File: config.mk
export PLATFORM = sky130hd
export DESIGN_NAME = ais_scaler
export DESIGN_NICKNAME = d
export VERILOG_FILES = /design/src/design/ais_pkg.sv /design/src/design/ais_scaler.sv
export SDC_FILE = /design/constraint.sdc
export NUM_CORES = 1
export LEC_CHECK = 0
export ABC_CLOCK_PERIOD_IN_PS = 15400
export BUFFER_PORTS_ARGS = -buffer_cell sky130_fd_sc_hd__buf_2
export CORE_ASPECT_RATIO = 2
export CORE_MARGIN = 4
export CORE_UTILIZATION = 60
export DETAILED_ROUTE_END_ITERATION = 8
export GPL_TIMING_DRIVEN = 0
export PLACE_DENSITY = 0.79
export SETUP_SLACK_MARGIN = 0.05
export SYNTH_ARGS = -nofsm -noshare
export SYNTH_HDL_FRONTEND = slang
export SYNTH_SLANG_ARGS = --single-unit
File: constraint.sdc
create_clock -name sys_clk_in -period 15.4 [get_ports sys_clk_in]
set_input_delay 3.08 -clock sys_clk_in [delete_from_list [all_inputs] [get_ports sys_clk_in]]
set_output_delay 3.08 -clock sys_clk_in [all_outputs]
set_load 0.02 [all_outputs]
File: src/design/ais_pkg.sv
package ais_pkg;

  // ----------------------------------------------------------------
  // Widths
  // ----------------------------------------------------------------
  localparam int AIS_DW = 32;                // Data width of every entry.
  localparam int AIS_AW = 8;                 // Register address width.

  // ----------------------------------------------------------------
  // Register byte addresses
  // ----------------------------------------------------------------
  localparam logic [7:0] AIS_ADDR_OFF_CNT = 8'h00;  // Offset channel count.
  localparam logic [7:0] AIS_ADDR_OFF_ONE = 8'h04;  // Offset, channel 1.
  localparam logic [7:0] AIS_ADDR_OFF_TWO = 8'h08;  // Offset, channel 2.
  localparam logic [7:0] AIS_ADDR_DIV_CNT = 8'h0c;  // Divisor channel count.
  localparam logic [7:0] AIS_ADDR_DIV_ONE = 8'h10;  // Divisor, channel 1.
  localparam logic [7:0] AIS_ADDR_DIV_TWO = 8'h14;  // Divisor, channel 2.
  localparam logic [7:0] AIS_ADDR_RES_ONE = 8'h18;  // Scaled value, channel 1.
  localparam logic [7:0] AIS_ADDR_RES_TWO = 8'h1c;  // Scaled value, channel 2.

  // ----------------------------------------------------------------
  // Reset values and fixed answers
  // ----------------------------------------------------------------
  localparam logic [31:0] AIS_CHAN_COUNT = 32'h0000_0002;  // Count entry word.
  localparam logic [31:0] AIS_OFF_RST = 32'h0000_0000;     // Offset reset.
  localparam logic [31:0] AIS_DIV_RST = 32'h0000_0001;     // Divisor reset.
  localparam logic [31:0] AIS_ZERO = 32'h0000_0000;        // Forbidden divisor.
  localparam logic [5:0] AIS_DIV_STEPS = 6'h21;            // 33 quotient bits.
  localparam logic [5:0] AIS_DIV_LAST = 6'h01;             // Final step count.

  // ----------------------------------------------------------------
  // Types
  // ----------------------------------------------------------------
  // One 32-bit word for each of the two channels.
  typedef struct packed {
    logic [31:0] two;
    logic [31:0] one;
  } ais_pair_type;

  // Sequencer of the shared divider.
  typedef enum logic [1:0] {
    AIS_ST_LOAD = 2'b00,
    AIS_ST_DIV = 2'b01,
    AIS_ST_STORE = 2'b10
  } ais_state_type;

endpackage : ais_pkg

File: src/design/ais_scaler.sv
// Summary of operation
// - Add channel offset to raw before dividing.
// - Divide corrected reading; quotient is scaled output.
// - Both count entries read back two.
// - Divisors accept any signed nonzero value.
// - Separate divisor per channel, own channel only.
// - Separate offset per channel, own channel only.
// - Reset offset and divisor give raw count.
module ais_scaler
  import ais_pkg::*;
(
  // Clock and reset.
  input wire logic sys_clk_in,
  input wire logic arst_n_in,
  // Raw converter counts, same clock domain.
  input wire ais_pair_type raw_in,
  // Register port.
  input wire logic [AIS_AW-1:0] addr_in,
  input wire logic [AIS_DW-1:0] wr_data_in,
  input wire logic wr_en_in,
  input wire logic rd_en_in,
  output logic [AIS_DW-1:0] rd_data_out,
  // Scaled analog values.
  output ais_pair_type scaled_out
);

  // ----------------------------------------------------------------
  // Configuration registers and read port
  // ----------------------------------------------------------------
  ais_pair_type off_reg;            // Signed offsets.
  ais_pair_type off_next;
  ais_pair_type div_reg;            // Signed divisors, never zero.
  ais_pair_type div_next;
  ais_pair_type scaled_reg;         // Published results.
  ais_pair_type scaled_next;
  logic [AIS_DW-1:0] rd_data_reg;   // Read answer, valid one cycle.
  logic [AIS_DW-1:0] rd_data_next;

  // Decode writes and reads; a read answers only in the next cycle.
  always_comb begin
    off_next = off_reg;
    div_next = div_reg;
    rd_data_next = AIS_ZERO;
    if (wr_en_in) begin
      unique case (addr_in)
        AIS_ADDR_OFF_ONE: begin
          off_next.one = wr_data_in;
        end
        AIS_ADDR_OFF_TWO: begin
          off_next.two = wr_data_in;
        end
        AIS_ADDR_DIV_ONE: begin
          // A zero divisor would make the quotient meaningless, so drop it.
          if (wr_data_in != AIS_ZERO) begin
            div_next.one = wr_data_in;
          end
        end
        AIS_ADDR_DIV_TWO: begin
          if (wr_data_in != AIS_ZERO) begin
            div_next.two = wr_data_in;
          end
        end
        default: begin
          // Count entries, results and holes ignore writes.
        end
      endcase
    end
    if (rd_en_in) begin
      unique case (addr_in)
        AIS_ADDR_OFF_CNT: rd_data_next = AIS_CHAN_COUNT;
        AIS_ADDR_DIV_CNT: rd_data_next = AIS_CHAN_COUNT;
        AIS_ADDR_OFF_ONE: rd_data_next = off_reg.one;
        AIS_ADDR_OFF_TWO: rd_data_next = off_reg.two;
        AIS_ADDR_DIV_ONE: rd_data_next = div_reg.one;
        AIS_ADDR_DIV_TWO: rd_data_next = div_reg.two;
        AIS_ADDR_RES_ONE: rd_data_next = scaled_reg.one;
        AIS_ADDR_RES_TWO: rd_data_next = scaled_reg.two;
        default: rd_data_next = AIS_ZERO;  // Unmapped reads return zero.
      endcase
    end
  end

  // Register the configuration and the read answer.
  always_ff @(posedge sys_clk_in or negedge arst_n_in) begin
    if (!arst_n_in) begin
      // Offset zero and divisor one pass the raw count through unchanged.
      off_reg <= '{two: AIS_OFF_RST, one: AIS_OFF_RST};
      div_reg <= '{two: AIS_DIV_RST, one: AIS_DIV_RST};
      rd_data_reg <= AIS_ZERO;
    end else begin
      off_reg <= off_next;
      div_reg <= div_next;
      rd_data_reg <= rd_data_next;
    end
  end

  // ----------------------------------------------------------------
  // Shared sequential divider
  // ----------------------------------------------------------------
  // One restoring divider serves both channels in turn; this trades
  // 35 cycles per division, so 70 per channel refresh, for a single datapath.
  ais_state_type state_reg;   // Divider sequencer.
  ais_state_type state_next;
  logic ch_reg;               // Channel in work: 0 is one, 1 is two.
  logic ch_next;
  logic neg_reg;              // Quotient must be negated.
  logic neg_next;
  logic [32:0] quo_reg;       // Dividend shifting out, quotient in.
  logic [32:0] quo_next;
  logic [32:0] rem_reg;       // Partial remainder.
  logic [32:0] rem_next;
  logic [31:0] den_reg;       // Divisor magnitude.
  logic [31:0] den_next;
  logic [5:0] cnt_reg;        // Steps left.
  logic [5:0] cnt_next;
  logic [31:0] raw_sel;       // Raw count of the channel in work.
  logic [31:0] off_sel;       // Its offset.
  logic [31:0] div_sel;       // Its divisor.
  logic [32:0] sum_w;         // Offset-corrected reading, one guard bit.
  logic [33:0] rem_sh;        // Remainder after the shift.
  logic [33:0] rem_sub;       // Remainder less the divisor.
  logic [32:0] res_w;         // Signed quotient.

  // Select the operands by channel so each setting meets only its own.
  always_comb begin
    raw_sel = ch_reg ? raw_in.two : raw_in.one;
    off_sel = ch_reg ? off_reg.two : off_reg.one;
    div_sel = ch_reg ? div_reg.two : div_reg.one;
    sum_w = {raw_sel[31], raw_sel} + {off_sel[31], off_sel};
    rem_sh = {rem_reg, quo_reg[32]};
    rem_sub = rem_sh - {2'h0, den_reg};
    res_w = neg_reg ? -quo_reg : quo_reg;
  end

  // Next state of the divider.
  always_comb begin
    state_next = state_reg;
    ch_next = ch_reg;
    neg_next = neg_reg;
    quo_next = quo_reg;
    rem_next = rem_reg;
    den_next = den_reg;
    cnt_next = cnt_reg;
    scaled_next = scaled_reg;
    unique case (state_reg)
      AIS_ST_LOAD: begin
        // Work on magnitudes; the sign is applied at the end, so the
        // quotient truncates toward zero.
        neg_next = sum_w[32] ^ div_sel[31];
        quo_next = sum_w[32] ? -sum_w : sum_w;
        den_next = div_sel[31] ? -div_sel : div_sel;
        rem_next = '0;
        cnt_next = AIS_DIV_STEPS;
        state_next = AIS_ST_DIV;
      end
      AIS_ST_DIV: begin
        if (!rem_sub[33]) begin
          rem_next = rem_sub[32:0];
          quo_next = {quo_reg[31:0], 1'b1};
        end else begin
          rem_next = rem_sh[32:0];
          quo_next = {quo_reg[31:0], 1'b0};
        end
        cnt_next = cnt_reg - AIS_DIV_LAST;
        if (cnt_reg == AIS_DIV_LAST) begin
          state_next = AIS_ST_STORE;
        end
      end
      AIS_ST_STORE: begin
        // Only the low word is kept; a quotient beyond 32 bits wraps.
        if (ch_reg) begin
          scaled_next.two = res_w[31:0];
        end else begin
          scaled_next.one = res_w[31:0];
        end
        ch_next = ~ch_reg;
        state_next = AIS_ST_LOAD;
      end
      default: begin
        // The unused code recovers to a fresh load.
        state_next = AIS_ST_LOAD;
      end
    endcase
  end

  // Register the divider state.
  always_ff @(posedge sys_clk_in or negedge arst_n_in) begin
    if (!arst_n_in) begin
      state_reg <= AIS_ST_LOAD;
      ch_reg <= 1'b0;
      neg_reg <= 1'b0;
      quo_reg <= '0;
      rem_reg <= '0;
      den_reg <= AIS_DIV_RST;
      cnt_reg <= '0;
      scaled_reg <= '{two: AIS_ZERO, one: AIS_ZERO};
    end else begin
      state_reg <= state_next;
      ch_reg <= ch_next;
      neg_reg <= neg_next;
      quo_reg <= quo_next;
      rem_reg <= rem_next;
      den_reg <= den_next;
      cnt_reg <= cnt_next;
      scaled_reg <= scaled_next;
    end
  end

  // ----------------------------------------------------------------
  // Outputs
  // ----------------------------------------------------------------
  // Every output is a flip-flop.
  assign rd_data_out = rd_data_reg;
  assign scaled_out = scaled_reg;

  // ----------------------------------------------------------------
  // Checks
  // ----------------------------------------------------------------
  logic [31:0] exp_reg;      // Reference quotient taken at load.
  logic [31:0] raw_cap_reg;  // Raw count taken at load.
  logic plain_reg;           // Settings were at reset values at load.

  // Reference model uses the language's own signed division.
  always_ff @(posedge sys_clk_in or negedge arst_n_in) begin
    if (!arst_n_in) begin
      exp_reg <= AIS_ZERO;
      raw_cap_reg <= AIS_ZERO;
      plain_reg <= 1'b0;
    end else if (state_reg == AIS_ST_LOAD) begin
      exp_reg <= 32'($signed(sum_w) / $signed({div_sel[31], div_sel}));
      raw_cap_reg <= raw_sel;
      plain_reg <= (off_sel == AIS_OFF_RST) && (div_sel == AIS_DIV_RST);
    end
  end
endmodule : ais_scaler

==> results_dict.tcl, run 1 <==
set metrics [dict create \
    worst_pin_slew_ns 1.457 \
    clockRootBuffer "clkbuf_16" \
    p_per_area_mw_per_mm2 137.6 \
    maxCapViolations 0 \
    slew_headroom_pct 2.863 \
    fin_cells 2766 \
    criticalPathCategory "flop to flop" \
    final_antenna_net_count 0 \
    wl_um 70110 \
    cts_hold_buf 0 \
    syn2layout_area_growth_pct 12.85 \
    ys_top_cells_by_area "dfrtp_1 41%, mux2_2 11%, ha_1 4.3%" \
    worstHoldStart "den_reg[2]" \
    whs_ns 0.4851 \
    synth_nets 2253 \
    cp_max_fo 10 \
    rsz0062_at_grt "no" \
    skew_ns 0.02136 \
    vias 18310 \
    ios 204 \
    worstPathRequired_ns 15.86 \
    yosysWarnings 0 \
    cpPeakStageDelay_ns 1.20 \
    critPathCaptureType "flop" \
    drive_above_1_share_pct 20.52 \
    drtIter0Drc 1779 \
    r2r_end "quo_reg[7]" \
    pre_cts_ws_ns 5.224 \
    fmax_ghz 0.09339 \
    cp-start-kind "flop" \
    synthDistinctLibCells 80 \
    worst_r2r_path_depth 21 \
    die_y_um 267.5 \
    grt_pass1_wl_um 103800 \
    timing.rr.start "ch_reg" \
    cpMostUsedCell "clkbuf_1" \
    antenna_found_initial 5 \
    cts_setup_buffers 0 \
    viasPerCell 6.621 \
    worstSkewPairLatency_ns 0.58 \
    p_leak_nw 10.39 \
    n_fill_cell 2645 \
    cts_max_level 1 \
    setup_viol 0 \
    slew_viol_final 0 \
    place_hpwl_um 55280 \
    finalHoldViolCount 0 \
    whs_path_depth 2 \
    finalCritPeriodShare_pct 69.53 \
    grt_max_degree 118 \
    ys_seq_elements 332 \
    crit_path_cell_trace "clkbuf_1 > clkbuf_1 > buf_1 > clkbuf_1 > buf_2 > buf_1 > buf_1 > mux2i_1 > fa_1 > nor2b_1 > o31a_1 > o41ai_1 > a32oi_1 > a21oi_1 > o31ai_1 > a221oi_1 > clkbuf_1 > o21ai_0 > xnor2_1 > o21ai_0 > o21a_1" \
    cts.sinks 332 \
    drc_errors 0 \
    synth-edff-count 0 \
    clockBufferDepth 3 \
    synth_top_cells_by_count "329 x dfrtp_1, 195 x mux2_2, 185 x nand2_1" \
    std_cell_rows 94 \
    firstDrtPassIters 7 \
    async_flop_share_pct 100.0 \
    portBuffers 203 \
    min_to "den_reg[2]" \
    status "finished clean" \
    netlist_area_mm2 0.02020 \
    finalNetCount 2490 \
    worst_slack_ns 4.692 \
    die_area_mm2 0.03684 \
    dp_cells 2712 \
    final_util_pct 68.96 \
    postSynthCellCount 2074 \
    cts_resized 0 \
    die_x_um 137.7 \
    core_mm2 0.03305 \
    grt_pass1_vias 18850 \
    grt-ovfl-total 0 \
    cts_tree "yes" \
    seq_area_frac_synth_pct 41.15 \
    cp.arrival_ns 11.17 \
    routabilityCongestion 0.9641 \
    synth_largest_area_cell "dfrtp_1" \
    r2r_slack_ns 4.69 \
    wl_per_cell_um 25.35 \
    crit_slowest_cell "a221oi_1" \
    finalSetupTns_ns 0 \
    post-route-min-period_ns 10.71 \
    netlist.area_leader.share_pct 40.76 \
    cts_buffers 29 \
    path_clk_slew_ns 0.07 \
    start_util_pct 61.11 \
    hold_class "flop to flop" \
    yosysMostFrequentCell "dfrtp_1" \
    synthFlopType "dfrtp_1" \
    grt.total_usage_pct 37.20 \
    irDropWorstVdd_mv 0.1276 \
    syn_avg_cell_area_um2 9.738 \
]
## power by group
group	leakage (nW)	switching, mW	internal, mW
Combinational	5.57	0.720	0.476
Sequential	4.37	0.174	1.02
Clock	0.449	0.344	0.404
## critical path, delay by kind of cell (launching register included)
kind                     cells  cell delay (ns)
AND/OR/NAND/NOR              1             0.09
buffers and inverters        8             4.90
AO/OA/AOI/OAI                9             3.90
adder cells (fa/ha/maj)      1             0.39
flip-flops                   1             0.50
multiplexers                 1             0.51
XOR/XNOR                     1             0.25
## stage by stage
step / power [mW] / area [µm²]
3_3_place_gp: 2.320 / 21750
4_1_cts: 3.107 / 22780
2_1_floorplan: 1.980 / 20200
5_1_grt: 3.278 / 22790
6_report: 3.136 / 22790
3_5_place_dp: 2.373 / 21850
## logic make-up after synthesis
kind of cell	synth area share [%]
and+or+nand+nor	12.00
muxes	13.65
DFF	41.15
buffers and inverters	3.451
AOI/OAI and AO/OA	19.07
xor gates and xnor gates	6.201
adders and majority gates	4.473
## layout by cell type (no fill, tap or decap), types with 16 or more instances in the layout
cell	n
mux2_2	195
o31ai_1	23
nor4_1	16
a21o_1	31
mux2i_1	56
buf_1	23
a22oi_1	96
a21oi_1	118
inv_1	66
o21ai_0	153
o311ai_0	28
clkbuf_1	93
buf_2	204
xnor2_1	73
nand2_1	185
a31oi_1	43
ha_1	69
xor2_1	70
nand3_1	44
clkbuf_16	29
nor3_1	26
nor2_1	110
dfrtp_1	329
## worst max path at each step
stage | start | to | slack [ns]
6_report | ch_reg | quo_reg[7] | 4.69
5_1_grt | ch_reg | quo_reg[7] | 4.86
4_1_cts | ch_reg | quo_reg[7] | 5.20
3_5_place_dp | ch_reg | quo_reg[7] | 5.22
3_3_place_gp | arst_n_in | rd_data_out[7] | 5.20
2_1_floorplan | raw_in[42] | quo_reg[26] | 8.63
## metal layers
layer  global-route usage, %  vias to the layer above  wire [µm]
met2                   67.64                      904      37140
met1                   36.98                     8977      21970
met4                   29.62                        2       6579
met3                   4.605                      339       4411
met5                       0                        -         13
li1                        -                     8091          -
## layout make-up
type                    instances  area, µm²  area share [%]
well taps                     432      540.5           2.372
multi-input cells            1561      11190           49.09
diodes                          4      10.01         0.04392
inverters                      66      247.7           1.087
clock inverters                11      122.6          0.5380
plain buffers                 115      449.2           1.971
flip-flops and latches        332       8312           36.47
repair buffers                206       1109           4.864
clock buffers                  39      813.3           3.568
Power figures use the tool's default switching activity.
==> run 2, diff against run 1 <==
- ABC_CLOCK_PERIOD_IN_PS: 15400 -> 9480
- CORE_UTILIZATION: 60 -> 54
- PLACE_DENSITY: 0.79 -> 0.75
- clock period: 15.4 -> 9.48 ns (I/O delays scaled with it)
==> results_dict.tcl, run 2 (same netlist as run 1, synthesis figures left out) <==
set metrics [dict create \
    critPathCaptureType "flop" \
    start_util_pct 54.53 \
    skew_ns 0.02299 \
    fmax_ghz 0.1114 \
    routabilityCongestion 1.022 \
    worst_slack_ns 0.5037 \
    finalHoldViolCount 0 \
    post-route-min-period_ns 8.976 \
    setup_viol 0 \
    wl_per_cell_um 25.25 \
    p_per_area_mw_per_mm2 226.8 \
    worstSkewPairLatency_ns 0.58 \
    whs_ns 0.4832 \
    cp-start-kind "flop" \
    std_cell_rows 100 \
    p_leak_nw 10.43 \
    timing.rr.start "ch_reg" \
    cts_tree "yes" \
    grt_pass1_vias 18670 \
    finalNetCount 2487 \
    final_antenna_net_count 0 \
    worstHoldStart "den_reg[4]" \
    mostFrequentLayoutCells "329 x dfrtp_1, 203 x buf_2, 195 x mux2_2, 185 x nand2_1, 153 x o21ai_0" \
    syn2layout_area_growth_pct 13.41 \
    finalCritPeriodShare_pct 94.69 \
    place_hpwl_um 56390 \
    slew_headroom_pct 25.48 \
    status "finished clean" \
    drive_above_1_share_pct 20.86 \
    worst_pin_slew_ns 1.087 \
    portBuffers 203 \
    grt_pass1_wl_um 105200 \
    cp_max_fo 19 \
    cp.arrival_ns 9.39 \
    n_fill_cell 3172 \
    maxCapViolations 0 \
    firstDrtPassIters 5 \
    grt_max_degree 129 \
    rsz0062_at_grt "no" \
    worstPathRequired_ns 9.89 \
    drc_errors 0 \
    vias 17870 \
    cp-startpoint "ch_reg" \
    drtIter0Drc 1392 \
    clockBufferDepth 3 \
    hold_class "flop to flop" \
    die_x_um 144.8 \
    path_clk_slew_ns 0.07 \
    cts_hold_buf 0 \
    place_area_mm2 0.02185 \
    cts_buffers 28 \
    die_area_mm2 0.04075 \
    final_common_cell "dfrtp_1" \
    antenna_found_initial 4 \
    grt.total_usage_pct 33.95 \
    cts_max_level 1 \
    pre_cts_ws_ns -0.7374 \
    grt-ovfl-total 0 \
    ios 204 \
    slew_viol_final 0 \
    die_y_um 281.5 \
    final_area_mm2 0.02291 \
    cts_setup_buffers 0 \
    viasPerCell 6.395 \
    core_mm2 0.03704 \
    irDropWorstVdd_mv 0.1191 \
    clockRootBuffer "clkbuf_16" \
    wl_um 70570 \
    cts.sinks 332 \
    criticalPathCategory "flop to flop" \
]
-- run 2: worst paths after layout --
path | to | slack, ns | cells after the start
max | quo_reg[19] | 0.50 | 21
max in group asynchronous | rd_data_out[13] | 6.50 | 3
max reg2reg | quo_reg[19] | 0.50 | 21
min reg2reg | den_reg[4] | 0.48 | 2
min in group asynchronous | rem_reg[26] | 1.33 | 1
min | den_reg[4] | 0.48 | 2
-- run 2: layer usage --
layer | share of wire, % | global-route usage [%]
met1 | 32 | 33.43
met2 | 54 | 62.97
met3 | 4.8 | 4.226
met4 | 8.8 | 24.99
met5 | 0 | 0
-- run 2: report_power, final --
part / switching, mW / internal (mW) / total, mW / leakage (nW)
Clock: 0.572 / 0.743 / 1.31 / 0.495
Sequential: 0.274 / 1.65 / 1.93 / 4.37
Combinational: 1.18 / 0.773 / 1.95 / 5.57
-- run 2: cell type report --
cell class	instances	area (µm²)	area share, %
Antenna cell	6	15.01	0.06555
Buffer	114	450.4	1.966
Clock buffer	32	757.0	3.305
Clock inverter	20	274.0	1.196
Inverter	66	247.7	1.082
Multi-Input combinational cell	1561	11190	48.87
Sequential cell	332	8312	36.29
Tap cell	459	574.3	2.507
Timing Repair Buffer	205	1081	4.720
-- run 2: what timing repair did --
action | 4_1_cts | 5_1_grt
gates resized for setup | 1 | 5
hold endpoints to repair | 0 | 0
setup endpoints to repair | 29 | 26
pin swaps | 0 | 0
-- run 2: critical path, stage by stage, from the launching register on --
cell      delay (ns)
dfrtp_1         0.51
clkbuf_1        0.51
clkbuf_1        0.59
buf_1           0.63
clkbuf_2        0.47
clkbuf_4        0.51
buf_1           0.61
mux2_2          0.43
ha_1            0.27
clkbuf_1        0.26
and3_1          0.32
nor3b_1         0.43
o41ai_1         0.24
a32oi_1         0.56
a21oi_1         0.31
o31ai_1         0.55
a221o_1         0.49
clkbuf_1        0.54
a21oi_1         0.11
xor2_1          0.17
mux2i_1         0.13
o21ai_0         0.09
-- run 2: per-stage QoR --
| step | power [mW] | setup TNS [ns] | util [%] | std cells |
|---|---|---|---|---|
| CTS | 5.157 | 0 | 61.79 | 2789 |
| global placement | 3.776 | -12.12 | 58.83 | 2736 |
| detailed placement | 3.862 | -13.39 | 59.00 | 2738 |
| global route | 5.447 | 0 | 61.83 | 2792 |
| floorplan | 3.216 | 0 | - | 2074 |
| finish | 5.195 | 0 | 61.85 | 2795 |
==> run 3, diff against run 2 <==
- REMOVE_ABC_BUFFERS: unset -> 1
==> results_dict.tcl, run 3 (same netlist as run 1, synthesis figures left out) <==
set metrics [dict create \
    drc_errors 0 \
    cp.arrival_ns 6.71 \
    setup_viol 0 \
    die_y_um 281.5 \
    portBuffers 203 \
    p_leak_nw 10.41 \
    grt.total_usage_pct 28.96 \
    final_antenna_net_count 0 \
    clockBufferDepth 3 \
    core_mm2 0.03704 \
    hold_class "flop to flop" \
    clockRootBuffer "clkbuf_16" \
    cts.sinks 332 \
    fin_cells 2701 \
    mostFrequentLayoutCells "327 x dfrtp_1, 202 x buf_2, 195 x mux2_2, 178 x nand2_1, 153 x o21ai_0" \
    finalCritPeriodShare_pct 65.96 \
    vias 17170 \
    p_per_area_mw_per_mm2 218.8 \
    ios 204 \
    worst_pin_slew_ns 1.030 \
    irDropWorstVdd_mv 0.1399 \
    std_cell_rows 100 \
    skew_ns 0.01851 \
    worstSkewPairLatency_ns 0.57 \
    cp_max_fo 15 \
    viasPerCell 6.357 \
    maxCapViolations 0 \
    final_common_cell "dfrtp_1" \
    finalHoldViolCount 0 \
    slew_viol_final 0 \
    drive_above_1_share_pct 23.07 \
    die_x_um 144.8 \
    grt_max_degree 120 \
    dp_cells 2637 \
    finalNetCount 2389 \
    syn2layout_area_growth_pct 12.94 \
    antenna_found_initial 10 \
    cts_max_level 1 \
    grt_pass1_wl_um 93150 \
    fmax_ghz 0.1599 \
    die_area_mm2 0.04075 \
    rsz0062_at_grt "no" \
    drtIter0Drc 1128 \
    power.total_mw 4.991 \
    status "finished clean" \
    criticalPathCategory "input port to flop" \
    wl_per_cell_um 22.20 \
    worstPathRequired_ns 9.94 \
    critPathCaptureType "flop" \
    cts_buffers 29 \
    cts_hold_buf 0 \
    grt_pass1_vias 17460 \
    post-route-min-period_ns 6.253 \
    routabilityCongestion 0.9552 \
    cts_tree "yes" \
    place_hpwl_um 44950 \
    cts_setup_buffers 0 \
    place_area_mm2 0.02178 \
    start_util_pct 54.53 \
    grt-ovfl-total 0 \
    final_area_mm2 0.02281 \
    firstDrtPassIters 5 \
    whs_ns 0.4794 \
    path_clk_slew_ns 0.07 \
    slew_headroom_pct 31.31 \
    cp-start-kind "input port" \
    cts_resized 0 \
    wl_um 59950 \
]
==> run 3: where the power goes <==
part | switching [mW] | total [mW] | internal [mW]
logic | 1.07 | 1.85 | 0.782
clock network | 0.547 | 1.23 | 0.683
registers | 0.253 | 1.91 | 1.66
==> run 3: final timing paths <==
kind | startpoint | endpoint | slack [ns] | cells after the start
max | raw_in[32] | quo_reg[11] | 3.23 | 17
min | den_reg[5] | den_reg[5] | 0.48 | 2
max reg2reg | ch_reg | quo_reg[11] | 3.58 | 17
min reg2reg | den_reg[5] | den_reg[5] | 0.48 | 2
max in group asynchronous | arst_n_in | scaled_out[28] | 6.49 | 3
min in group asynchronous | arst_n_in | div_reg[40] | 1.39 | 1
==> run 3: critical path: stages <==
cell and delay, ns:
buf_2 0.10, mux2_2 0.27, ha_1 0.22, inv_1 0.07
fa_1 0.20, nor2b_1 0.08, o31a_1 0.37, o41ai_1 0.77
a32oi_1 0.39, a21oi_1 0.48, o31ai_1 0.21, a221oi_2 0.68
buf_4 0.34, o21ai_0 0.13, xnor2_1 0.14, nor2_1 0.08
o31ai_1 0.26
==> run 3: metal layers <==
layer / part of all wire [%] / vias to the layer above / track usage, %
met2: 53 / 613 / 52.01
met3: 5.2 / 176 / 3.751
met5: 0 / - / 0
met1: 35 / 8494 / 31.74
met4: 6.3 / 0 / 17.62
li1: - / 7886 / -
==> run 3: area by class of cell <==
type                    instances  area (µm²)
diodes                         10       25.02
clock buffers                  37       805.8
clock inverters                16       163.9
fillers                      3092       14220
inverters                      66       247.7
multi-input cells            1561       11290
flip-flops and latches        332        8319
well taps                     459       574.3
repair buffers                220        1380
==> run 3: stage by stage <==
step | setup slack [ns] | util [%] | setup TNS [ns]
global route | 3.136 | 61.58 | 0
finish | 3.227 | 61.59 | 0
CTS | 3.304 | 61.44 | 0
global placement | -1.563 | 57.61 | -34.61
floorplan | 2.138 | - | 0
detailed placement | 2.736 | 58.82 | 0
